**src/core/macsec_out_pkg.sv**
```systemverilog
// Shared types and constants of the pipeline output stage.
// Assumes one clock domain; the surrounding MACs sit outside this package.
//
// Functional notes
// - Statistics counters in RAM increment per frame as the post-processor instructs.
// - Counter updates yield to software access and overlap the next frame.
// - A skip mask suppresses updates of selected counters.
// - Output adapter isolates pipeline timing from the outbound handshake.
// - Repacker turns 128-bit words into 64-bit words, contents preserved.
// - Frames failing security carry a debug code in the FCS position.
// - Classification fields are chosen separately for every SA entry.
// - Standard mode receive classification uses only DA, SA and SecTAG.
// - Advanced mode may bypass one or two VLAN tags, usable for classification.
// - Advanced mode may bypass EoMPLS header; classify on client addresses, Etype, labels.
// - Both 128-bit and 256-bit key lengths are supported.
// - Egress expansion is absorbed by 802.3 pause toward the system side.
// - Flow-control buffer holds packets and decides pause assert and release.
// - Timestamping sits host side, so timing frames are transformed too.
// - Pipeline sits between host-side MAC and line-side MAC.
// - Dropping a streaming frame sets abort on its last word.
package macsec_out_pkg;

    // Lane geometry; byte 0 of a word sits in bits [7:0]
    localparam int WIDE_W = 128;
    localparam int NARROW_W = 64;
    localparam logic [4:0] HALF_BYTES = 5'h08;
    localparam logic [3:0] NARROW_FULL = 4'h8;
    localparam logic [3:0] DBG_CODE_BYTES = 4'h4;
    localparam int DBG_CODE_W = 32;

    // Classification field select bits
    localparam int FIELD_W = 8;
    localparam int F_DA = 0;
    localparam int F_SA = 1;
    localparam int F_SECTAG = 2;
    localparam int F_VID1 = 3;
    localparam int F_VID2 = 4;
    localparam int F_MPLS_ETYPE = 5;
    localparam int F_LABEL1 = 6;
    localparam int F_LABEL2 = 7;

    // Frame format of an SA entry
    localparam logic [2:0] MODE_STANDARD = 3'h0;
    localparam logic [2:0] MODE_TAG1_BYPASS = 3'h1;
    localparam logic [2:0] MODE_TAG2_BYPASS = 3'h2;
    localparam logic [2:0] MODE_MPLS1_BYPASS = 3'h3;
    localparam logic [2:0] MODE_MPLS2_BYPASS = 3'h4;

    // Default depths and pause thresholds
    localparam int DEF_COUNTERS = 16;
    localparam int DEF_COUNTER_W = 32;
    localparam int DEF_SA_ENTRIES = 16;
    localparam int DEF_BUF_DEPTH = 16;
    localparam int DEF_PAUSE_ON = 12;
    localparam int DEF_PAUSE_OFF = 4;

    typedef struct packed {
        logic [WIDE_W-1:0] data;
        logic sop;
        logic eop;
        logic [4:0] bytes;    // Valid bytes, 1..16, meaningful on eop
        logic abort;          // Drop decision from post-processing
        logic secFail;        // Security check failed
        logic [DBG_CODE_W-1:0] failCode;
    } wide_word_t;

    typedef struct packed {
        logic [NARROW_W-1:0] data;
        logic sop;
        logic eop;
        logic [3:0] bytes;    // Valid bytes, 1..8
        logic abort;
    } narrow_word_t;

    typedef struct packed {
        logic key256;         // 256-bit key instead of 128-bit
        logic [2:0] mode;
        logic [FIELD_W-1:0] fields;
    } sa_cfg_t;

    // Fields visible before decryption for a given format
    function automatic logic [FIELD_W-1:0] rxAllowed(input logic [2:0] mode);
        logic [FIELD_W-1:0] m;
        m = '0;
        m[F_DA] = 1'b1;
        m[F_SA] = 1'b1;
        m[F_SECTAG] = 1'b1;
        case (mode)
            MODE_TAG1_BYPASS: m[F_VID1] = 1'b1;
            MODE_TAG2_BYPASS: begin
                m[F_VID1] = 1'b1;
                m[F_VID2] = 1'b1;
            end
            MODE_MPLS1_BYPASS: begin
                m[F_MPLS_ETYPE] = 1'b1;
                m[F_LABEL1] = 1'b1;
            end
            MODE_MPLS2_BYPASS: begin
                m[F_MPLS_ETYPE] = 1'b1;
                m[F_LABEL1] = 1'b1;
                m[F_LABEL2] = 1'b1;
            end
            default: m = m;
        endcase
        return m;
    endfunction

endpackage

```
**src/core/expansion_pause_buffer.sv**
```systemverilog
// Egress buffer that absorbs frame expansion and steers pause requests.
// Assumes the host MAC turns the pause level into 802.3 pause frames.
`timescale 1ns/100ps
module expansion_pause_buffer #(
    parameter int WIDTH = 72,
    parameter int DEPTH = 16,
    parameter int PAUSE_ON = 12,
    parameter int PAUSE_OFF = 4
) (
    // Clock and reset
    input wire logic clk,
    input wire logic rst_n,
    // Fill side
    input wire logic inValid,
    input wire logic [WIDTH-1:0] inData,
    output logic inReady,
    // Drain side
    output logic outValid,
    output logic [WIDTH-1:0] outData,
    input wire logic outReady,
    // Flow control toward the system side
    output logic pause
);
    localparam int PW = $clog2(DEPTH);
    localparam int CW = $clog2(DEPTH + 1);

    if (DEPTH < 2 || (1 << PW) != DEPTH || PAUSE_OFF >= PAUSE_ON || PAUSE_ON > DEPTH)
        $error("expansion_pause_buffer: bad depth or thresholds");

    typedef struct packed {
        logic [DEPTH-1:0][WIDTH-1:0] mem;
        logic [PW-1:0] wr;
        logic [PW-1:0] rd;
        logic [CW-1:0] count;
        logic outValid;
        logic [WIDTH-1:0] outData;
        logic pause;
    } state_t;

    state_t s_q, s_d;
    logic push, pop;

    // Ready reflects stored words only, so a stalled drain really fills it
    assign inReady = s_q.count != CW'(DEPTH);
    assign outValid = s_q.outValid;
    assign outData = s_q.outData;
    assign pause = s_q.pause;

    // Memory, output register and hysteresis on the fill level
    always_comb begin
        s_d = s_q;
        push = inValid && inReady;
        pop = (s_q.count != '0) && (!s_q.outValid || outReady);
        if (push) begin
            s_d.mem[s_q.wr] = inData;
            s_d.wr = s_q.wr + 1'b1;
        end
        if (outReady)
            s_d.outValid = 1'b0;
        if (pop) begin
            s_d.outValid = 1'b1;
            s_d.outData = s_q.mem[s_q.rd];
            s_d.rd = s_q.rd + 1'b1;
        end
        s_d.count = s_q.count + CW'(push) - CW'(pop);
        if (s_d.count >= CW'(PAUSE_ON))
            s_d.pause = 1'b1;
        else if (s_d.count <= CW'(PAUSE_OFF))
            s_d.pause = 1'b0;
    end

    // State register
    always_ff @(posedge clk or negedge rst_n) begin
        if (!rst_n)
            s_q <= '0;
        else
            s_q <= s_d;
    end
endmodule // expansion_pause_buffer

```
**src/core/macsec_output_stage.sv**
```systemverilog
// Output stage of the security pipeline: statistics, adapter, repacking,
// per-SA classification select and the expansion pause buffer.
// Assumes post-processing upstream and host/line MAC logic downstream,
// all on one clock; frames arrive without preamble or FCS.
`timescale 1ns/100ps
module macsec_output_stage
    import macsec_out_pkg::*;
#(
    parameter int COUNTERS = DEF_COUNTERS,
    parameter int COUNTER_W = DEF_COUNTER_W,
    parameter int SA_ENTRIES = DEF_SA_ENTRIES,
    parameter int BUF_DEPTH = DEF_BUF_DEPTH,
    parameter int PAUSE_ON = DEF_PAUSE_ON,
    parameter int PAUSE_OFF = DEF_PAUSE_OFF
) (
    // Clock and reset
    input wire logic clk,
    input wire logic rst_n,
    // Wide packet interface from post-processing
    input wire logic inValid,
    input wire wide_word_t inWord,
    output logic inReady,
    // Narrow packet interface toward the MAC
    output logic outValid,
    output narrow_word_t outWord,
    input wire logic outReady,
    // Pause request level toward the system-side MAC
    output logic pauseReq,
    // Statistics instructions and skip configuration
    input wire logic statsValid,
    input wire logic [COUNTERS-1:0] statsMask,
    output logic statsReady,
    input wire logic [COUNTERS-1:0] statsSkip,
    // Software access to the statistics RAM
    input wire logic swReq,
    input wire logic swWrite,
    input wire logic [$clog2(COUNTERS)-1:0] swAddr,
    input wire logic [COUNTER_W-1:0] swWdata,
    output logic swAck,
    output logic [COUNTER_W-1:0] swRdata,
    // Per-SA classification configuration and lookup
    input wire logic saCfgWrite,
    input wire logic [$clog2(SA_ENTRIES)-1:0] saCfgIndex,
    input wire sa_cfg_t saCfgEntry,
    input wire logic saQuery,
    input wire logic [$clog2(SA_ENTRIES)-1:0] saQueryIndex,
    output logic saAnswerValid,
    output logic [FIELD_W-1:0] saTxFields,
    output logic [FIELD_W-1:0] saRxFields,
    output logic saKey256
);
    localparam int AW = $clog2(COUNTERS);

    if (COUNTERS < 2 || (1 << AW) != COUNTERS || SA_ENTRIES < 2 || COUNTER_W < 8)
        $error("macsec_output_stage: unsupported counter or SA geometry");

    typedef enum logic [2:0] {
        PH_LOW = 3'b001,
        PH_HIGH = 3'b010,
        PH_CODE = 3'b100
    } phase_t;

    typedef struct packed {
        logic [COUNTERS-1:0][COUNTER_W-1:0] cnt;
        logic [COUNTERS-1:0] pending;
        logic statsReady;
        logic swAck;
        logic [COUNTER_W-1:0] swRdata;
        logic [SA_ENTRIES-1:0][$bits(sa_cfg_t)-1:0] sa;
        logic saAnswerValid;
        logic [FIELD_W-1:0] saTxFields;
        logic [FIELD_W-1:0] saRxFields;
        logic saKey256;
        logic holdFull;
        wide_word_t hold;
        phase_t phase;
        logic inReady;
    } state_t;

    state_t s_q, s_d;
    narrow_word_t pushWord;
    logic pushValid;
    logic bufReady;
    logic found;
    sa_cfg_t entry;
    logic [4:0] hiBytes;

    // Registered views of the state
    assign inReady = s_q.inReady;
    assign statsReady = s_q.statsReady;
    assign swAck = s_q.swAck;
    assign swRdata = s_q.swRdata;
    assign saAnswerValid = s_q.saAnswerValid;
    assign saTxFields = s_q.saTxFields;
    assign saRxFields = s_q.saRxFields;
    assign saKey256 = s_q.saKey256;

    // All next-state logic of the stage
    always_comb begin
        s_d = s_q;
        pushWord = '0;
        pushValid = 1'b0;
        found = 1'b0;
        entry = '0;
        hiBytes = s_q.hold.bytes - HALF_BYTES;

        // Software access takes the RAM port first; updates wait while swReq is high
        s_d.swAck = swReq;
        if (swReq) begin
            s_d.swRdata = s_q.cnt[swAddr];
            if (swWrite)
                s_d.cnt[swAddr] = swWdata;
        end else begin
            for (int i = 0; i < COUNTERS; i++) begin
                if (s_q.pending[i] && !found) begin
                    found = 1'b1;
                    s_d.cnt[i] = s_q.cnt[i] + 1'b1;
                    s_d.pending[i] = 1'b0;
                end
            end
        end
        // New instruction runs while the next frame is post-processed
        if (statsValid && s_q.statsReady)
            s_d.pending = s_d.pending | (statsMask & ~statsSkip);
        s_d.statsReady = s_d.pending == '0;

        // Per-SA field selection, receive side limited by the format
        if (saCfgWrite)
            s_d.sa[saCfgIndex] = saCfgEntry;
        s_d.saAnswerValid = saQuery;
        if (saQuery) begin
            entry = sa_cfg_t'(s_q.sa[saQueryIndex]);
            s_d.saTxFields = entry.fields;
            s_d.saRxFields = entry.fields & rxAllowed(entry.mode);
            s_d.saKey256 = entry.key256;
        end

        // Adapter: one wide word held, pipeline never sees the MAC handshake
        if (inValid && s_q.inReady) begin
            s_d.hold = inWord;
            s_d.holdFull = 1'b1;
            s_d.phase = PH_LOW;
        end

        // Repacker: low half first, then high half, then the debug code
        if (s_q.holdFull) begin
            pushValid = 1'b1;
            case (s_q.phase)
                PH_LOW: begin
                    pushWord.data = s_q.hold.data[NARROW_W-1:0];
                    pushWord.sop = s_q.hold.sop;
                    if (s_q.hold.eop && s_q.hold.bytes <= HALF_BYTES) begin
                        pushWord.bytes = s_q.hold.bytes[3:0];
                        pushWord.eop = !s_q.hold.secFail;
                        pushWord.abort = s_q.hold.abort && !s_q.hold.secFail;
                    end else begin
                        pushWord.bytes = NARROW_FULL;
                    end
                end
                PH_HIGH: begin
                    pushWord.data = s_q.hold.data[WIDE_W-1:NARROW_W];
                    if (s_q.hold.eop) begin
                        pushWord.bytes = hiBytes[3:0];
                        pushWord.eop = !s_q.hold.secFail;
                        pushWord.abort = s_q.hold.abort && !s_q.hold.secFail;
                    end else begin
                        pushWord.bytes = NARROW_FULL;
                    end
                end
                PH_CODE: begin
                    // Code takes the place of the stripped FCS; frame is dropped
                    pushWord.data = {{(NARROW_W-DBG_CODE_W){1'b0}}, s_q.hold.failCode};
                    pushWord.bytes = DBG_CODE_BYTES;
                    pushWord.eop = 1'b1;
                    pushWord.abort = 1'b1;
                end
                default: pushValid = 1'b0;
            endcase
            if (bufReady) begin
                case (s_q.phase)
                    PH_LOW: begin
                        if (!(s_q.hold.eop && s_q.hold.bytes <= HALF_BYTES))
                            s_d.phase = PH_HIGH;
                        else if (s_q.hold.secFail)
                            s_d.phase = PH_CODE;
                        else
                            s_d.holdFull = 1'b0;
                    end
                    PH_HIGH: begin
                        if (s_q.hold.eop && s_q.hold.secFail)
                            s_d.phase = PH_CODE;
                        else
                            s_d.holdFull = 1'b0;
                    end
                    PH_CODE: s_d.holdFull = 1'b0;
                    default: s_d.phase = PH_LOW;
                endcase
            end
        end
        s_d.inReady = !s_d.holdFull;
    end

    // State register
    always_ff @(posedge clk or negedge rst_n) begin
        if (!rst_n) begin
            s_q <= '0;
            s_q.phase <= PH_LOW;
            s_q.statsReady <= 1'b1;
        end else begin
            s_q <= s_d;
        end
    end

    // Expansion buffer; its fill level drives the pause request
    expansion_pause_buffer #(
        .WIDTH($bits(narrow_word_t)),
        .DEPTH(BUF_DEPTH),
        .PAUSE_ON(PAUSE_ON),
        .PAUSE_OFF(PAUSE_OFF)
    ) u_pause_buffer (
        .clk(clk),
        .rst_n(rst_n),
        .inValid(pushValid),
        .inData(pushWord),
        .inReady(bufReady),
        .outValid(outValid),
        .outData(outWord),
        .outReady(outReady),
        .pause(pauseReq)
    );
endmodule // macsec_output_stage

```
**config.mk**
```make
export PLATFORM = sky130hd
export DESIGN_NAME = macsec_output_stage
export DESIGN_NICKNAME = d
export VERILOG_FILES = /design/src/core/macsec_out_pkg.sv /design/src/core/expansion_pause_buffer.sv /design/src/core/macsec_output_stage.sv
export SDC_FILE = /design/constraint.sdc
export NUM_CORES = 2
export LEC_CHECK = 0
export BUFFER_PORTS_ARGS = -buffer_cell sky130_fd_sc_hd__buf_2
export CAP_MARGIN = 25
export CORE_ASPECT_RATIO = 1.25
export CORE_UTILIZATION = 35
export DETAILED_ROUTE_END_ITERATION = 6
export PLACE_DENSITY = 0.58
export SYNTH_ARGS = -nofsm -noshare
export SYNTH_HDL_FRONTEND = slang
export SYNTH_SLANG_ARGS = --single-unit
```
**constraint.sdc**
```tcl
create_clock -name clk -period 4.1 [get_ports clk]
set_input_delay 0.205 -clock clk [delete_from_list [all_inputs] [get_ports clk]]
set_output_delay 0.205 -clock clk [all_outputs]
set_load 0.02 [all_outputs]
```
After elaboration in Yosys (flattened, before gate mapping)
Index checks and enable logic that the tools add are counted.
{"block": "classes", "addsub": 21, "magnitude_cmp": 11, "eq_ne": 9, "muxes": 118, "bitwise": 4, "n_reduce_logical": 83}
{"operator": "$bwmux 1136", "count": 1}
{"operator": "$mux 512", "count": 2}
{"operator": "$mux 32", "count": 18}
{"operator": "$add 32x1->32 const B", "count": 16}
{"operator": "$bwmux 512", "count": 1}
{"operator": "$bmux 71 s4", "count": 1}
{"operator": "$demux 71 s4", "count": 1}
{"operator": "$mux 71", "count": 3}
{"operator": "$bwmux 192", "count": 1}
{"operator": "$pmux 64 s3", "count": 1}
{"operator": "$mux 173", "count": 1}
{"operator": "$bmux 32 s4", "count": 1}
{"operator": "$demux 32 s4", "count": 1}
{"operator": "$mux 72", "count": 1}
{"operator": "$mux 1", "count": 66}
{"operator": "$bmux 12 s4", "count": 1}
{"operator": "$demux 12 s4", "count": 1}
{"operator": "$reduce_bool 2->1", "count": 18}
{"operator": "$mux 16", "count": 2}
{"operator": "$reduce_and 2->1", "count": 16}
{"operator": "$logic_and 1x1->1", "count": 25}
{"operator": "$lt 4x5->1 const B", "count": 5}
{"operator": "$mux 12", "count": 2}
{"operator": "$logic_not 1->1", "count": 18}
{"operator": "other kinds (28)", "count": 43}
{"block": "totals", "reg_bits": 2168, "input_bits": 266, "output_inout_bits": 126, "word_cells": 318}

Logic depth before layout (Yosys ltp)
{"block": "depth", "depth_word": 65, "ltp_mapped": 16, "ltp_nobuf": 15}

Modules after synthesis
Synthesis repeated with hierarchy kept, for this count alone.
{"block": "hier_totals", "hier_cells": 9399, "area_unflattened_um2": 110697.4}
{"module": "macsec_output_stage", "instances": 1, "cells_per_inst": 6028, "area_each_um2": 56233.9, "seq_area_each_um2": 23600.1}
{"module": "expansion_pause_buffer", "instances": 1, "cells_per_inst": 3371, "area_each_um2": 54463.5, "seq_area_each_um2": 30579.3}

Worst setup path after synthesis
Ideal clock, no wire load.
{"block": "synth_path", "kind": "reg2reg", "start": "register u_pause_buffer.s_q[75] in the netlist's numbering", "end": "register u_pause_buffer.s_q (netlist bit u_pause_buffer.pause)", "setup_ps": 126, "t_arrival_ps": 2824, "t_required_ps": 3974, "setup_slack_ps": 1150, "path_stages_with_launch": 15, "path_buffers": 1, "synth_period_minus_slack_ps": 2950, "path_cell_list": "dfrtp_1 inv_1 ha_1 nor4b_1 a21oi_1 clkbuf_1 ha_1 inv_1 ha_1 inv_1 fa_1 inv_1 o21ai_0 nand2b_1 a221o_1"}
{"element": "start, declared", "line_no": "expansion_pause_buffer.sv:40", "source": "state_t s_q, s_d;"}
{"element": "start signal, assigned", "line_no": "expansion_pause_buffer.sv:75", "source": "s_q <= '0;"}
{"element": "start signal, assigned", "line_no": "expansion_pause_buffer.sv:77", "source": "s_q <= s_d;"}

Worst setup path after layout
{"block": "layout_path", "start": "register u_pause_buffer.s_q[75] in the netlist's numbering", "end": "register u_pause_buffer.s_q[478] in the netlist's numbering"}
{"block": "layout_between", "elab_chain_len": 2}
{"element": "$ne 5x5->1", "line_no": "expansion_pause_buffer.sv:44", "source": "assign inReady = s_q.count != CW'(DEPTH);"}
{"element": "$logic_and 1x1->1", "line_no": "expansion_pause_buffer.sv:52", "source": "push = inValid && inReady;"}
Every way passes these cells.
A chain may end at the register's enable or synchronous reset.

==> impl_results.md <==
- Fill count: 28800
- Final setup violation count: 0
- Initial DRC Count: just under 9000
- Nets: 11000
- Seq/Total Area, Yosys: roughly 50%
- Synthesized cell area: 0.107 mm2
- Clk Tree Root Cell: clkbuf_16
- RSZ-0062 raised after global routing: no
- Vias in the first global route: 87000
- Clock power frac: 28.2%
- Slew Limit Fails: 0
- Post-synth EDFFs: 0
- Critical path peak fanout: 44
- Worst IR Drop VDD: 0.405 mV
- Comb pwr share: a little under a third
- GRT overflow: 0
- First-pass GRT wire length: about 580000 um
- Pwr Total: about 78000 uW
- Cts-stage hold buffer count: between 400 and 500
- Unique masters post-synth: 90
- DR DRC count: 14
- Area Growth Syn to Fin: 17.0%
- First-pass DRT Iterations: 7
- Count of input and output buffers: 391
- Fin Setup TNS: 0 ps
- CTS resizes: 0
- Fin crit period: 3400 ps
- Cells after Synth: 10300
- Avg Inst Size Synth: between 10 and 15 um2
- Failing checks: DRC
- Gr usage total: 24.7%
- Post-synth ARST share: 100%
- Die area: a little over 0.3 mm2
- Worst setup SP type: register
- Synthesized flop and latch total: between 2000 and 2500
- Num CTS Buffers: 230
- Period utilization: 82.9%
- Dpl hpwl: 250000 um
- Die H: 621 um
- Grt met3 use: 5.06%
- Final hold violation count: 0
- Status: finished, violations left
- Num ports: 392
- CTS Sinks: between 2000 and 2500
- WP data required: roughly 4800 ps
- Skew final: 155 ps
- Max Freq: slightly below 0.3 GHz
- Largest net degree at the start of global routing: 182
- GRT busiest layer: met2
- CP Class: reg2reg
- Multi-input gate area: 0.0488 mm2
- # Post-CTS Setup Buffers: 0
- Reg clk slew, reported paths: approximately 70 ps
- H-tree Lvls: 4
- Via Count: 87600
- GP Congestion: slightly below 1
- Area of the core: 0.304 mm2
- Syn nets: approximately 11000
- Sequential Area: 0.0542 mm2
- Sequential share of power: 41.8%
- Ys Warns: 0
- Chip Width: 497 um
- Max-slew headroom: 13.8%
- Longest Clk Path Bufs: 4
- Layout cell share with drive strength beyond 1: 19.2%
- CTS tree: done
- Initial Util: a little over a third
- Global routing usage on met1: 30.6%
- Post-route antenna net violation count: 0
- Int Pwr: a little over 50000 uW
- P_sw: about 28000 uW
- Arrival time at the worst endpoint: 4050 ps
- HP Class: in2async
- Pwr dens: 625 mW/mm2
- Max-cap violations: 0
- Ys flop type: dfrtp_1
- Crit. End Element: register
- Leak: 0.0534 uW
- Site row count: about 230
- Initial antenna violation count: 32
- Routed wire length: 387000 um
- Worst slew pin tran: 1290 ps
- DR WL/cell: 26.0 um
- Vias per std cell: 5.88
- Clk Latency, worst-skew pair: between 900 and 1000 ps
- Sw Share: 35.7%
- GR Layer Usage met2: 39.4%
[area by class of cell]
type | count | share of cell area, %
diodes | 21 | 0.0419
well taps | 3990 | 3.98
inverters | 72 | 0.221
multi-input cells | 7127 | 38.8
clock inverters | 95 | 1.05
repair buffers | 1115 | 7.47
clock buffers | 312 | 5.23
flip-flops and latches | 2165 | 43.2
[cells in the final DEF, fill, tap and decap left out, types with 26 or more instances in the layout]
cell type      instances
o21a_1                26
clkinv_2              42
nand2b_1              43
a21o_1                50
nor4_1                38
o21ai_0             1416
buf_4                231
nor2_1               346
and4_1                45
bufinv_16             28
nor3_1               121
mux2_2               311
mux4_2               572
buf_12                66
a21oi_1              435
a221oi_1              44
a22oi_1               49
clkbuf_1              33
o22ai_1              325
a31o_2                27
nand4_1              132
nand3_1              315
and2_1                33
and3_1               124
clkbuf_16            231
mux2i_1              109
a31oi_1               74
inv_1                 71
a211oi_1              29
o221a_2               30
dlygate4sd3_1        422
ha_1                  27
a22o_1                32
or3_1                 30
dfrtp_1             2158
buf_2                387
nand2_1             2064
clkbuf_8              48
[power by group through the flow]
stage | sequential [uW] | combinational, uW | clock (uW)
2_1_floorplan | 30700 | 16500 | 0
3_3_place_gp | 32500 | 22500 | 0
3_5_place_dp | 33000 | 23000 | 0
4_1_cts | 32600 | 23600 | 22500
5_1_grt | 33500 | 25700 | 23400
6_report | 32800 | 23500 | 22100
[state kept, by name (all words and copies together) (netlist names)]
register and cells:
s_q 893, inReady 1, swAck 1, u_pause_buffer.s_q 1149, saKey256 1, u_pause_buffer.outValid 1
u_pause_buffer.outData 71, saRxFields 5, saAnswerValid 1, swRdata 32, saTxFields 8, statsReady 1
u_pause_buffer.pause 1
[worst max-delay path: stages, from the launching register on]
cell and delay (ps):
dfrtp_1 350, inv_1 60, ha_1 200, or4bb_1 210, nand2_1 190, o21ba_2 340, buf_4 410, nand3_4 660
buf_12 440, nand2_1 110, o21ai_0 90
[stage by stage]
stage               std cells  hold slack [ps]  worst slack [ps]  instance area (um2)  util, %
floorplan               10300            -90.6              1150               107000        -
global placement        14000              254               614               113000     37.2
detailed placement      14000              266               801               113000     37.3
CTS                     14900           0.0293               725               125000     41.3
global route            14900             27.8               521               125000     41.3
finish                  14900             10.9               702               126000     41.3
[final timing paths]
| path | startpoint | cells past startpoint | slack, ps | end |
|---|---|---|---|---|
| setup reg to reg | u_pause_buffer.s_q[75] | 10 | 700 | u_pause_buffer.s_q[478] |
| hold / removal | rst_n | 2 | 10 | s_q[418] |
| setup / recovery | u_pause_buffer.s_q[75] | 10 | 700 | u_pause_buffer.s_q[478] |
| max in group asynchronous | rst_n | 3 | 2660 | u_pause_buffer.s_q[273] |
| hold reg to reg | u_pause_buffer.s_q[1191] | 2 | 470 | u_pause_buffer.s_q[1191] |
| min in group clk | inWord[70] | 4 | 60 | s_q[74] |
[synth_stat cells, types with 29 or more instances]
library cell  number  area share (%)
and4_1            45            0.37
or3_1             30            0.17
a31oi_1           75            0.44
nor4_1            39            0.23
nor3_1           122            0.57
buf_2            243             1.1
dfrtp_1         2163              50
nand2_1         2065             7.2
a21oi_1          436             2.0
a21o_1            50            0.35
nor2_1           357             1.2
nand4_1          132            0.77
o21ai_0         1416             6.6
buf_4            121            0.85
a211oi_1          29            0.20
a22o_1            34            0.28
clkbuf_1         569             2.0
mux4_2           572              12
and2_1            35            0.20
inv_1             72            0.25
o221a_2           30            0.31
and3_1           124            0.72
mux2_2           311             3.3
o22ai_1          327             1.9
a22oi_1           49            0.34
buf_1             41            0.14
a221oi_1          44            0.36
nand2b_1          43            0.25
mux2i_1          109             1.0
nand3_1          327             1.5
[kinds of logic (layout without fill, tap and decap cells)]
kind of cell	after synthesis	count (layout)	share of synthesized area (%)
AO/OA/AOI/OAI	2688	2688	14.4
XOR/XNOR	12	12	0.0980
adder cells (fa/ha/maj)	29	29	0.343
buffers and inverters	1047	1594	4.38
flip-flops	2165	2165	50.5
multiplexers	993	993	16.3
other	0	21	0
AND/OR/NAND/NOR	3405	3405	14.0
[metal layers]
layer	vias to the layer above	part of all wire [%]
li1	38200	-
met1	44400	39
met2	3917	46
met3	1085	7.9
met4	26	6.9
met5	-	0.040
Power figures use the tool's default switching activity.
